File: src/wtm_pkg.sv
/*
  wtm_pkg: constants shared by the wake-up timer and measurement block.
  Assumes a single 125 MHz core clock and register access over AXI4-Lite
  with 32-bit data; 8-bit registers sit in the low byte of each word.
*/
package wtm_pkg;

  // clock and time base
  localparam int unsigned CLK_HZ = 125_000_000;
  localparam int unsigned FINE_STEP_MS = 10;      // short range step
  localparam int unsigned COARSE_STEP_MS = 100;   // long range step
  // cycles per fine step, derived from the clock rate
  localparam int unsigned FINE_STEP_CYCLES = CLK_HZ / 1000 * FINE_STEP_MS;
  // fine steps per coarse step
  localparam int unsigned FINE_PER_COARSE = COARSE_STEP_MS / FINE_STEP_MS;

  // register indices; byte address is four times the index
  localparam logic [7:0] IDX_WAKE_CTRL = 8'h32;
  localparam logic [7:0] IDX_AMP_CFG = 8'h33;
  localparam logic [7:0] IDX_AMP_REF = 8'h34;
  localparam logic [7:0] IDX_AMP_AVG = 8'h35;
  localparam logic [7:0] IDX_AMP_RES = 8'h36;
  localparam logic [7:0] IDX_PC_DELTA = 8'h3C;
  localparam logic [7:0] IDX_PH_REF = 8'h3D;
  localparam logic [7:0] IDX_CAP_REF = 8'h3E;
  localparam logic [7:0] IDX_PH_RES = 8'h3F;
  localparam logic [7:0] IDX_CAP_RES = 8'h40;
  localparam int unsigned ADDR_W = 10;

  // reset values
  localparam logic [7:0] RST_REG = 8'h00;

  // wake-up timer control fields
  localparam int unsigned WC_RANGE = 7;
  localparam int unsigned WC_TOUT_HI = 6;
  localparam int unsigned WC_TOUT_LO = 4;
  localparam int unsigned WC_EVERY = 3;

  // amplitude configuration fields
  localparam int unsigned AC_DELTA_HI = 7;
  localparam int unsigned AC_DELTA_LO = 4;
  localparam int unsigned AC_INCL = 3;
  localparam int unsigned AC_WEIGHT_HI = 2;
  localparam int unsigned AC_WEIGHT_LO = 1;
  localparam int unsigned AC_REF_SEL = 0;

  // phase/capacitance delta register fields
  localparam int unsigned PC_PH_HI = 7;
  localparam int unsigned PC_PH_LO = 4;
  localparam int unsigned PC_CAP_HI = 3;
  localparam int unsigned PC_CAP_LO = 0;

  // channel numbers match the enable bit positions in the control register
  localparam int unsigned CH_CAP = 0;
  localparam int unsigned CH_PH = 1;
  localparam int unsigned CH_AMP = 2;
  localparam int unsigned NUM_CH = 3;

  // weight code 00 means divide by 4, i.e. shift by 2
  localparam logic [2:0] WEIGHT_SHIFT_BASE = 3'h2;

  // AXI responses
  localparam logic [1:0] RESP_OKAY = 2'h0;
  localparam logic [1:0] RESP_SLVERR = 2'h2;

  // wake-up timer states
  typedef enum {TMR_IDLE, TMR_RUN} wtm_tmr_e;

endpackage : wtm_pkg

File: src/wtm_tick_gen.sv
/*
  wtm_tick_gen: divides the core clock into a one-cycle enable pulse per
  fine wake-up step. Assumes run and clear come from logic on core_clk.
*/
`timescale 1ns/100ps
module wtm_tick_gen #(
  parameter int unsigned STEP_CYCLES = wtm_pkg::FINE_STEP_CYCLES
) (
  input wire logic core_clk,
  input wire logic rst_n,
  input wire logic run,
  input wire logic clear,
  output logic tick
);

  localparam int unsigned CW = $clog2(STEP_CYCLES + 1);
  localparam logic [CW-1:0] LAST = CW'(STEP_CYCLES - 1);

  logic [CW-1:0] cnt_q; // cycles inside the current step

  // free count while running; clear restarts the step from zero
  always_ff @(posedge core_clk) begin
    if (!rst_n) begin
      cnt_q <= '0;
      tick <= 1'b0;
    end else if (clear || !run) begin
      cnt_q <= '0;
      tick <= 1'b0;
    end else if (cnt_q == LAST) begin
      cnt_q <= '0;
      tick <= 1'b1;
    end else begin
      cnt_q <= cnt_q + CW'(1);
      tick <= 1'b0;
    end
  end

endmodule : wtm_tick_gen

File: src/wtm_auto_avg.sv
/*
  wtm_auto_avg: running average of amplitude results with a selectable
  weight. Assumes sample_valid is a one-cycle pulse on core_clk.
*/
`timescale 1ns/100ps
module wtm_auto_avg (
  input wire logic core_clk,
  input wire logic rst_n,
  input wire logic sample_valid,
  input wire logic [7:0] sample,
  input wire logic [1:0] weight_sel,
  input wire logic keep_sample,
  output logic [7:0] avg_q
);

  logic signed [9:0] diff;    // new minus average
  logic signed [9:0] step;    // diff scaled by the weight
  logic [2:0] shift;          // 2..5 for weights 4..32
  logic signed [9:0] sum;     // updated average before cut

  // avg + (new - avg) / weight; arithmetic shift rounds toward minus
  // infinity, which is cheap but can leave the average up to weight minus one lsb low
  always_comb begin
    shift = wtm_pkg::WEIGHT_SHIFT_BASE + {1'b0, weight_sel};
    diff = $signed({2'b00, sample}) - $signed({2'b00, avg_q});
    step = diff >>> shift;
    sum = $signed({2'b00, avg_q}) + step;
  end

  // skipped samples leave the average untouched
  always_ff @(posedge core_clk) begin
    if (!rst_n) begin
      avg_q <= wtm_pkg::RST_REG;
    end else if (sample_valid && keep_sample) begin
      avg_q <= sum[7:0];
    end
  end

endmodule : wtm_auto_avg

File: src/wtm_wakeup_timer.sv
/*
  wtm_wakeup_timer: low-power wake-up timer with amplitude, phase and
  capacitance wake measurements, registers over AXI4-Lite.
  Assumes the measurement front end runs on core_clk: it takes a one-cycle
  request and later answers with a one-cycle done and the 8-bit result.
  Interrupt outputs are one-cycle pulses to an outside interrupt collector.
*/
// Added by the designer: the AXI4-Lite slave port.
// Behaviour
// range bit picks 100 ms or 10 ms steps
// period is (code+1) steps of the range
// every-timeout bit raises timer interrupt each expiry
// amplitude bit measures, interrupts on excess difference
// phase bit measures, interrupts on excess difference
// capacitance bit measures, interrupts on excess difference
// bits 7..4 hold the amplitude delta threshold
// include bit keeps triggering result in average
// weight code selects 4, 8, 16 or 32
// reference select 0 compares against reference register
// reference select 1 compares against running average
`timescale 1ns/100ps
module wtm_wakeup_timer #(
  parameter int unsigned FINE_STEP_CYCLES = wtm_pkg::FINE_STEP_CYCLES
) (
  input wire logic core_clk,
  input wire logic rst_n,
  // AXI4-Lite write address
  input wire logic [wtm_pkg::ADDR_W-1:0] s_axi_awaddr,
  input wire logic s_axi_awvalid,
  output logic s_axi_awready,
  // AXI4-Lite write data
  input wire logic [31:0] s_axi_wdata,
  input wire logic [3:0] s_axi_wstrb,
  input wire logic s_axi_wvalid,
  output logic s_axi_wready,
  // AXI4-Lite write response
  output logic [1:0] s_axi_bresp,
  output logic s_axi_bvalid,
  input wire logic s_axi_bready,
  // AXI4-Lite read address
  input wire logic [wtm_pkg::ADDR_W-1:0] s_axi_araddr,
  input wire logic s_axi_arvalid,
  output logic s_axi_arready,
  // AXI4-Lite read data
  output logic [31:0] s_axi_rdata,
  output logic [1:0] s_axi_rresp,
  output logic s_axi_rvalid,
  input wire logic s_axi_rready,
  // measurement front end, bit index is the channel number
  output logic [2:0] meas_req,
  input wire logic [2:0] meas_done,
  input wire logic [7:0] amp_result,
  input wire logic [7:0] phase_result,
  input wire logic [7:0] cap_result,
  // event pulses
  output logic irq_wake_timer,
  output logic irq_amp_wake,
  output logic irq_phase_wake,
  output logic irq_cap_wake
);

  // software registers
  logic [7:0] wake_ctrl_q;     // wake_timer_control
  logic [7:0] amp_cfg_q;       // amplitude_measure_config
  logic [7:0] amp_ref_q;       // amplitude reference
  logic [7:0] pc_delta_q;      // phase and capacitance deltas
  logic [7:0] ph_ref_q;        // phase reference
  logic [7:0] cap_ref_q;       // capacitance reference

  // AXI write side holding registers
  logic aw_held_q;
  logic [wtm_pkg::ADDR_W-1:0] aw_addr_q;
  logic w_held_q;
  logic [7:0] w_byte_q;        // only the low byte carries data
  logic w_lane0_q;             // low byte strobe
  logic wr_fire;               // address and data both present
  logic [7:0] wr_idx;
  logic wr_en;                 // low byte written this cycle

  // decoded control fields
  logic range_fine;
  logic [2:0] tout_code;
  logic every_irq;
  logic timer_run;
  logic [3:0] amplitude_delta_threshold;
  logic include_trigger_in_average;
  logic [1:0] average_weight_select;
  logic reference_source_select;

  // timer
  wtm_pkg::wtm_tmr_e tmr_q;
  logic [6:0] tick_cnt_q;      // fine steps counted in this period
  logic [6:0] period_steps;    // fine steps in a full period
  logic [6:0] code_plus1;
  logic fine_tick;
  logic timeout;
  logic ctrl_wr;

  // measurements
  logic [2:0] pending_q;       // request out, answer not yet back
  logic [7:0] res_q [wtm_pkg::NUM_CH];
  logic [7:0] ch_result [wtm_pkg::NUM_CH];
  logic [7:0] ch_ref [wtm_pkg::NUM_CH];
  logic [3:0] ch_delta [wtm_pkg::NUM_CH];
  logic [2:0] ch_hit;          // difference beyond delta this cycle
  logic [2:0] ch_take;         // accepted answer this cycle
  logic [2:0] wake_irq_q;
  logic [7:0] amp_avg;

  // control field decode
  always_comb begin
    range_fine = wake_ctrl_q[wtm_pkg::WC_RANGE];
    tout_code = wake_ctrl_q[wtm_pkg::WC_TOUT_HI:wtm_pkg::WC_TOUT_LO];
    every_irq = wake_ctrl_q[wtm_pkg::WC_EVERY];
    amplitude_delta_threshold = amp_cfg_q[wtm_pkg::AC_DELTA_HI:wtm_pkg::AC_DELTA_LO];
    include_trigger_in_average = amp_cfg_q[wtm_pkg::AC_INCL];
    average_weight_select = amp_cfg_q[wtm_pkg::AC_WEIGHT_HI:wtm_pkg::AC_WEIGHT_LO];
    reference_source_select = amp_cfg_q[wtm_pkg::AC_REF_SEL];
  end

  // the timer only runs when some wake action is armed; idling it
  // otherwise avoids pointless expiries while software sets things up
  assign timer_run = every_irq || (|wake_ctrl_q[wtm_pkg::NUM_CH-1:0]);

  // period length in fine steps: one step per code in the short range,
  // ten per code in the long range
  always_comb begin
    code_plus1 = {4'h0, tout_code} + 7'h01;
    if (range_fine) begin
      period_steps = code_plus1;
    end else begin
      period_steps = 7'(code_plus1 * 7'(wtm_pkg::FINE_PER_COARSE));
    end
  end

  // fine step divider; a control write restarts the step as well
  wtm_tick_gen #(
    .STEP_CYCLES(FINE_STEP_CYCLES)
  ) u_tick (
    .core_clk(core_clk),
    .rst_n(rst_n),
    .run(timer_run),
    .clear(ctrl_wr),
    .tick(fine_tick)
  );

  assign timeout = (tmr_q == wtm_pkg::TMR_RUN) && fine_tick
                   && (tick_cnt_q == period_steps - 7'h01);

  // period counter; a new setting takes effect from a fresh period
  always_ff @(posedge core_clk) begin
    if (!rst_n) begin
      tmr_q <= wtm_pkg::TMR_IDLE;
      tick_cnt_q <= '0;
    end else begin
      unique case (tmr_q)
        wtm_pkg::TMR_IDLE: begin
          tick_cnt_q <= '0;
          if (timer_run && !ctrl_wr) begin
            tmr_q <= wtm_pkg::TMR_RUN;
          end
        end
        wtm_pkg::TMR_RUN: begin
          if (!timer_run || ctrl_wr) begin
            // restart so the new period is counted in full
            tmr_q <= wtm_pkg::TMR_IDLE;
            tick_cnt_q <= '0;
          end else if (timeout) begin
            tick_cnt_q <= '0;
          end else if (fine_tick) begin
            tick_cnt_q <= tick_cnt_q + 7'h01;
          end
        end
      endcase
    end
  end

  // timer event pulse
  always_ff @(posedge core_clk) begin
    if (!rst_n) begin
      irq_wake_timer <= 1'b0;
    end else begin
      irq_wake_timer <= timeout && every_irq;
    end
  end

  // per-channel inputs gathered into arrays for the loop below
  always_comb begin
    ch_result[wtm_pkg::CH_AMP] = amp_result;
    ch_result[wtm_pkg::CH_PH] = phase_result;
    ch_result[wtm_pkg::CH_CAP] = cap_result;
    if (reference_source_select) begin
      ch_ref[wtm_pkg::CH_AMP] = amp_avg;
    end else begin
      ch_ref[wtm_pkg::CH_AMP] = amp_ref_q;
    end
    ch_ref[wtm_pkg::CH_PH] = ph_ref_q;
    ch_ref[wtm_pkg::CH_CAP] = cap_ref_q;
    ch_delta[wtm_pkg::CH_AMP] = amplitude_delta_threshold;
    ch_delta[wtm_pkg::CH_PH] = pc_delta_q[wtm_pkg::PC_PH_HI:wtm_pkg::PC_PH_LO];
    ch_delta[wtm_pkg::CH_CAP] = pc_delta_q[wtm_pkg::PC_CAP_HI:wtm_pkg::PC_CAP_LO];
  end

  // one request, compare and interrupt path per measurement channel
  for (genvar ch = 0; ch < wtm_pkg::NUM_CH; ch++) begin : g_ch
    logic [7:0] abs_diff; // distance from the reference

    assign abs_diff = (ch_result[ch] > ch_ref[ch]) ? ch_result[ch] - ch_ref[ch]
                                                   : ch_ref[ch] - ch_result[ch];
    assign ch_hit[ch] = abs_diff > {4'h0, ch_delta[ch]};
    // answers without an open request are stray and dropped
    assign ch_take[ch] = meas_done[ch] && pending_q[ch];

    // a timeout while the previous answer is still out starts nothing,
    // so one channel never has two requests in flight
    always_ff @(posedge core_clk) begin
      if (!rst_n) begin
        meas_req[ch] <= 1'b0;
        pending_q[ch] <= 1'b0;
      end else begin
        meas_req[ch] <= timeout && wake_ctrl_q[ch] && !pending_q[ch];
        if (meas_req[ch]) begin
          pending_q[ch] <= 1'b1;
        end else if (ch_take[ch]) begin
          pending_q[ch] <= 1'b0;
        end
      end
    end

    // result capture and wake interrupt pulse
    always_ff @(posedge core_clk) begin
      if (!rst_n) begin
        res_q[ch] <= wtm_pkg::RST_REG;
        wake_irq_q[ch] <= 1'b0;
      end else begin
        wake_irq_q[ch] <= ch_take[ch] && ch_hit[ch] && wake_ctrl_q[ch];
        if (ch_take[ch]) begin
          res_q[ch] <= ch_result[ch];
        end
      end
    end
  end

  assign irq_amp_wake = wake_irq_q[wtm_pkg::CH_AMP];
  assign irq_phase_wake = wake_irq_q[wtm_pkg::CH_PH];
  assign irq_cap_wake = wake_irq_q[wtm_pkg::CH_CAP];

  // amplitude running average; a triggering result is kept only when
  // the include bit asks for it
  wtm_auto_avg u_avg (
    .core_clk(core_clk),
    .rst_n(rst_n),
    .sample_valid(ch_take[wtm_pkg::CH_AMP]),
    .sample(amp_result),
    .weight_sel(average_weight_select),
    .keep_sample(include_trigger_in_average || !ch_hit[wtm_pkg::CH_AMP]),
    .avg_q(amp_avg)
  );

  // AXI write channel acceptance: each side is held until the pair is
  // complete and the response has been taken
  assign s_axi_awready = !aw_held_q && !s_axi_bvalid;
  assign s_axi_wready = !w_held_q && !s_axi_bvalid;
  assign wr_fire = aw_held_q && w_held_q && !s_axi_bvalid;
  assign wr_idx = aw_addr_q[wtm_pkg::ADDR_W-1:2];
  assign wr_en = wr_fire && w_lane0_q;
  assign ctrl_wr = wr_en && (wr_idx == wtm_pkg::IDX_WAKE_CTRL);

  // address and data capture
  always_ff @(posedge core_clk) begin
    if (!rst_n) begin
      aw_held_q <= 1'b0;
      aw_addr_q <= '0;
      w_held_q <= 1'b0;
      w_byte_q <= wtm_pkg::RST_REG;
      w_lane0_q <= 1'b0;
    end else begin
      if (s_axi_awvalid && s_axi_awready) begin
        aw_held_q <= 1'b1;
        aw_addr_q <= s_axi_awaddr;
      end else if (wr_fire) begin
        aw_held_q <= 1'b0;
      end
      if (s_axi_wvalid && s_axi_wready) begin
        w_held_q <= 1'b1;
        w_byte_q <= s_axi_wdata[7:0];
        w_lane0_q <= s_axi_wstrb[0];
      end else if (wr_fire) begin
        w_held_q <= 1'b0;
      end
    end
  end

  // write response; unmapped addresses answer SLVERR and change nothing
  always_ff @(posedge core_clk) begin
    if (!rst_n) begin
      s_axi_bvalid <= 1'b0;
      s_axi_bresp <= wtm_pkg::RESP_OKAY;
    end else if (wr_fire) begin
      s_axi_bvalid <= 1'b1;
      s_axi_bresp <= idx_mapped(wr_idx) ? wtm_pkg::RESP_OKAY : wtm_pkg::RESP_SLVERR;
    end else if (s_axi_bready) begin
      s_axi_bvalid <= 1'b0;
    end
  end

  // writable registers; display registers ignore writes
  always_ff @(posedge core_clk) begin
    if (!rst_n) begin
      wake_ctrl_q <= wtm_pkg::RST_REG;
      amp_cfg_q <= wtm_pkg::RST_REG;
      amp_ref_q <= wtm_pkg::RST_REG;
      pc_delta_q <= wtm_pkg::RST_REG;
      ph_ref_q <= wtm_pkg::RST_REG;
      cap_ref_q <= wtm_pkg::RST_REG;
    end else if (wr_en) begin
      unique case (wr_idx)
        wtm_pkg::IDX_WAKE_CTRL: wake_ctrl_q <= w_byte_q;
        wtm_pkg::IDX_AMP_CFG: amp_cfg_q <= w_byte_q;
        wtm_pkg::IDX_AMP_REF: amp_ref_q <= w_byte_q;
        wtm_pkg::IDX_PC_DELTA: pc_delta_q <= w_byte_q;
        wtm_pkg::IDX_PH_REF: ph_ref_q <= w_byte_q;
        wtm_pkg::IDX_CAP_REF: cap_ref_q <= w_byte_q;
        default: begin
          // read-only or unmapped index: nothing stored
        end
      endcase
    end
  end

  // true for every index that answers OKAY
  function automatic logic idx_mapped(input logic [7:0] idx);
    idx_mapped = (idx == wtm_pkg::IDX_WAKE_CTRL) || (idx == wtm_pkg::IDX_AMP_CFG)
              || (idx == wtm_pkg::IDX_AMP_REF) || (idx == wtm_pkg::IDX_AMP_AVG)
              || (idx == wtm_pkg::IDX_AMP_RES) || (idx == wtm_pkg::IDX_PC_DELTA)
              || (idx == wtm_pkg::IDX_PH_REF) || (idx == wtm_pkg::IDX_CAP_REF)
              || (idx == wtm_pkg::IDX_PH_RES) || (idx == wtm_pkg::IDX_CAP_RES);
  endfunction : idx_mapped

  // read mux, upper 24 bits always zero
  function automatic logic [7:0] read_byte(input logic [7:0] idx);
    unique case (idx)
      wtm_pkg::IDX_WAKE_CTRL: read_byte = wake_ctrl_q;
      wtm_pkg::IDX_AMP_CFG: read_byte = amp_cfg_q;
      wtm_pkg::IDX_AMP_REF: read_byte = amp_ref_q;
      wtm_pkg::IDX_AMP_AVG: read_byte = amp_avg;
      wtm_pkg::IDX_AMP_RES: read_byte = res_q[wtm_pkg::CH_AMP];
      wtm_pkg::IDX_PC_DELTA: read_byte = pc_delta_q;
      wtm_pkg::IDX_PH_REF: read_byte = ph_ref_q;
      wtm_pkg::IDX_CAP_REF: read_byte = cap_ref_q;
      wtm_pkg::IDX_PH_RES: read_byte = res_q[wtm_pkg::CH_PH];
      wtm_pkg::IDX_CAP_RES: read_byte = res_q[wtm_pkg::CH_CAP];
      default: read_byte = 8'h00;
    endcase
  endfunction : read_byte

  // read channel: one read in flight, data registered on the address edge
  assign s_axi_arready = !s_axi_rvalid;

  always_ff @(posedge core_clk) begin
    if (!rst_n) begin
      s_axi_rvalid <= 1'b0;
      s_axi_rdata <= 32'h0000_0000;
      s_axi_rresp <= wtm_pkg::RESP_OKAY;
    end else if (s_axi_arvalid && s_axi_arready) begin
      s_axi_rvalid <= 1'b1;
      s_axi_rdata <= {24'h00_0000, read_byte(s_axi_araddr[wtm_pkg::ADDR_W-1:2])};
      s_axi_rresp <= idx_mapped(s_axi_araddr[wtm_pkg::ADDR_W-1:2])
                     ? wtm_pkg::RESP_OKAY : wtm_pkg::RESP_SLVERR;
    end else if (s_axi_rready) begin
      s_axi_rvalid <= 1'b0;
    end
  end

endmodule : wtm_wakeup_timer

File: config.mk
export PLATFORM = sky130hd
export DESIGN_NAME = wtm_wakeup_timer
export DESIGN_NICKNAME = d
export VERILOG_FILES = /design/src/wtm_pkg.sv /design/src/wtm_tick_gen.sv /design/src/wtm_auto_avg.sv /design/src/wtm_wakeup_timer.sv
export SDC_FILE = /design/constraint.sdc
export NUM_CORES = 1
export LEC_CHECK = 0
export CORE_MARGIN = 8
export CORE_UTILIZATION = 50
export DETAILED_ROUTE_END_ITERATION = 10
export DONT_BUFFER_PORTS = 1
export PLACE_DENSITY = 0.62
export REMOVE_ABC_BUFFERS = 1
export SETUP_SLACK_MARGIN = 0.15
export SLEW_MARGIN = 20
export SYNTH_ARGS = -nofsm -noshare
export SYNTH_HDL_FRONTEND = slang
export SYNTH_SLANG_ARGS = --single-unit
File: constraint.sdc
create_clock -name core_clk -period 14.45 [get_ports core_clk]
set_clock_uncertainty 0.2 [all_clocks]
set_input_delay 4.335 -clock core_clk [delete_from_list [all_inputs] [get_ports core_clk]]
set_output_delay 4.335 -clock core_clk [all_outputs]
set_load 0.005 [all_outputs]
==> flow_summary.json <==
{
  "status": "finished clean",
  "end_kind": "flop",
  "numCtsBuffers": 17,
  "grt_max_degree": 70,
  "startpoint_type": "primary input",
  "leakagePower_nw": 4.24,
  "synthMuxAreaShare": 0.0920,
  "critPathMaxStageDelay_ps": 360,
  "path_common_cell": "o21ai_0",
  "ir_worst_vdd_mv": 0.0870,
  "yosys.area_share.xor_xnor": 0.0493,
  "die_h_um": 156,
  "num_vias": 8030,
  "fin_area_sq_mm": 0.0105,
  "synth_compound_area_frac": 0.158,
  "path_cells": "ha_1 > nor2b_1 > o21ai_0 > a21boi_0 > o21ai_0 > a21boi_0 > o31ai_1 > nand2_1 > o21ai_0 > ha_1 > a21o_1 > a211oi_1 > o21ai_0 > o211ai_1 > xnor2_1 > nor2b_1 > a31oi_1 > mux2i_1",
  "final_common_cell": "dfxtp_1",
  "clockPowerShare": 0.446,
  "cts-resized-gates": 0,
  "drtPass1Iterations": 5,
  "dp_hpwl_mm": 20.2,
  "sw_frac_of_total": 0.270,
  "clk_pin_slew_ps": 60,
  "yosys_most_used_dff": "dfxtp_1",
  "cts_setup_buffers": 0,
  "synth_seq_cells": 151,
  "worstSkewPairLatency_ps": 430,
  "cts_hold_buffers": 0,
  "cts_buffer_depth": 2,
  "synthArstFlopShare": 0,
  "ant_nets": 0,
  "die_w_um": 156,
  "r2r_cells": 19,
  "fill_cells": 1862,
  "dpl_cell_area_sq_mm": 0.00993,
  "antenna_cells": 0,
  "tightest_slew_ps": 1130,
  "power.density_mw_per_mm2": 94.0,
  "dieArea_sq_mm": 0.0245,
  "synthCells": 1155,
  "fin_setup_tns_ps": 0,
  "routed_wl_mm": 26.4,
  "grt_pass1_vias": 7433,
  "numClockSinks": 151,
  "power_frac_seq": 0.452,
  "holdCritStartpoint": "pending_q[1]$_SDFFE_PN0P_",
  "min_path_type": "flop to flop",
  "worstHoldEndpoint": "meas_req[1]$_SDFF_PN0_",
  "layout_common_cells": "dfxtp_1 (127), nor2_1 (115), nand2_1 (111), inv_1 (98), mux2i_1 (85)",
  "drc": 0,
  "nets": 1310,
  "intPower_uw": 721,
  "tritoncts": "built",
  "fmax_ghz": 0.128,
  "final-setup-viol-count": 0,
  "p_sw_uw": 267,
  "cts-root-buf": "clkbuf_16",
  "max-cap-violations": 0,
  "p_total_uw": 988,
  "path_class": "primary input to flop",
  "path_buf_inv": 0,
  "cpMaxStageDelayCell": "o31ai_1",
  "area_delta_synth_final_pct": 6.57,
  "h-tree-depth": 4,
  "grt_overflow": 0,
  "rrSetupSlack_ps": 9930,
  "yosysUniqueCellTypes": 66,
  "cp.arrival_ps": 7960,
  "reg2reg_from": "u_avg.avg_q[1]$_SDFFE_PN0P_",
  "reg2reg_to": "u_avg.avg_q[7]$_SDFFE_PN0P_",
  "gp_congestion": 0.895,
  "holdWs_ps": 248,
  "coreArea_sq_mm": 0.0194,
  "fin_crit_ps": 7810,
  "critical_path_required_ps": 14600,
  "io_pins": 138,
  "cp_top_family": "compound AO/OA/AOI/OAI gates",
  "synth-edff-count": 24,
  "final_hold_viol_count": 0,
  "antenna_found_initial": 0,
  "wl_per_cell_um": 18.7,
  "relSlewSlack": 0.243,
  "hold_depth": 1,
  "grt_pass1_wl_mm": 40.8,
  "drive_gt1_frac": 0.0436,
  "drt_iter0_drc": 666,
  "synth_area_sq_mm": 0.00986,
  "power_frac_comb": 0.102,
  "synthSimpleGateAreaFrac": 0.179,
  "rsz0062_at_grt": "no",
  "synthAdderAreaFrac": 0.116,
  "synth_top_family_by_area": "simple AND/OR/NAND/NOR gates",
  "critPathMaxFanout": 4,
  "yosysWarningCount": 0,
  "maxSlewViolCount": 0,
  "yosysSeqAreaShare": 0.331,
  "vias_per_cell": 5.69,
  "grt_usage": 0.215,
  "rows": 51,
  "portBuffers": 0,
  "initial_core_util": 0.509,
  "timing.final.crit_share": 0.540,
  "synth_area_per_cell_sq_um": 8.54
}
-- metal layers --
| metal | global-route usage | vias to the layer above | wire length [um] |
|---|---|---|---|
| li1 | - | 3967 | - |
| met3 | 0.0557 | 24 | 2120 |
| met1 | 0.293 | 3799 | 12400 |
| met5 | 0 | - | 0 |
| met4 | 0.0503 | 0 | 336 |
| met2 | 0.334 | 240 | 11600 |
-- worst max path at each step --
stage                        startpoint                           to  slack (ps)  depth (start not counted)
after global routing      amp_result[0]  u_avg.avg_q[7]$_SDFFE_PN0P_        6290                         20
after CTS                 amp_result[0]  u_avg.avg_q[7]$_SDFFE_PN0P_        6680                         19
after global placement    amp_result[0]  u_avg.avg_q[7]$_SDFFE_PN0P_        6280                         20
after floorplan           amp_result[0]  u_avg.avg_q[7]$_SDFFE_PN0P_        6800                         20
after detailed placement  amp_result[0]  u_avg.avg_q[7]$_SDFFE_PN0P_        6260                         20
final                     amp_result[1]  u_avg.avg_q[7]$_SDFFE_PN0P_        6640                         18
-- cell usage after synthesis, types with 17 or more instances --
cell | n | area share
o21ai_0 | 43 | 0.022
nand2_1 | 111 | 0.042
buf_4 | 29 | 0.022
xnor2_1 | 34 | 0.030
nor2_1 | 115 | 0.044
dfxtp_1 | 127 | 0.26
clkbuf_1 | 22 | 0.0084
nand3_1 | 19 | 0.0096
ha_1 | 77 | 0.098
a31oi_1 | 26 | 0.016
a21oi_1 | 59 | 0.030
a22oi_1 | 18 | 0.014
xor2_1 | 17 | 0.015
mux2i_1 | 85 | 0.086
nor3_1 | 40 | 0.020
edfxtp_1 | 24 | 0.073
inv_1 | 98 | 0.037
-- layout make-up --
class                           count  area [sq um]  share of cell area
Timing Repair Buffer                1          7.51            0.000714
Clock buffer                       21           482              0.0458
Clock inverter                     11           104             0.00988
Multi-Input combinational cell    864          5950               0.566
Sequential cell                   151          3260               0.310
Tap cell                          265           332              0.0315
Inverter                           99           372              0.0353
-- per-stage QoR --
stage	setup slack [ps]	util	instances
after CTS	6680	0.542	1412
after floorplan	6800	-	1114
after global routing	6290	0.542	1412
after global placement	6280	0.512	1380
final	6640	0.542	1412
after detailed placement	6260	0.512	1380
-- cell families (layout without fill, tap and decap cells) --
kind of cell | after synthesis | count (layout)
AO/OA/AOI/OAI | 230 | 230
XOR/XNOR | 53 | 53
adder cells (fa/ha/maj) | 86 | 86
buffers and inverters | 165 | 132
flip-flops | 151 | 151
multiplexers | 90 | 90
other | 1 | 26
AND/OR/NAND/NOR | 379 | 379
-- power by group through the flow --
| stage | combinational, mW | sequential [mW] | clock, mW |
|---|---|---|---|
| detailed placement | 0.0998 | 0.455 | 0 |
| finish | 0.101 | 0.446 | 0.441 |
| floorplan | 0.0801 | 0.449 | 0 |
| CTS | 0.101 | 0.446 | 0.444 |
| global placement | 0.0985 | 0.455 | 0 |
| global route | 0.114 | 0.447 | 0.461 |
-- registers in the layout (all words and copies together), names as in the netlist, 8 cells and up --
signal / flops
amp_ref_q: 8
u_tick.cnt_q: 21
pc_delta_q: 8
ph_ref_q: 8
w_byte_q: 8
cap_ref_q: 8
u_avg.avg_q: 8
s_axi_rdata: 8
wake_ctrl_q: 8
res_q: 24
amp_cfg_q: 8
aw_addr_q: 8
(Power assumes the default switching activity.)
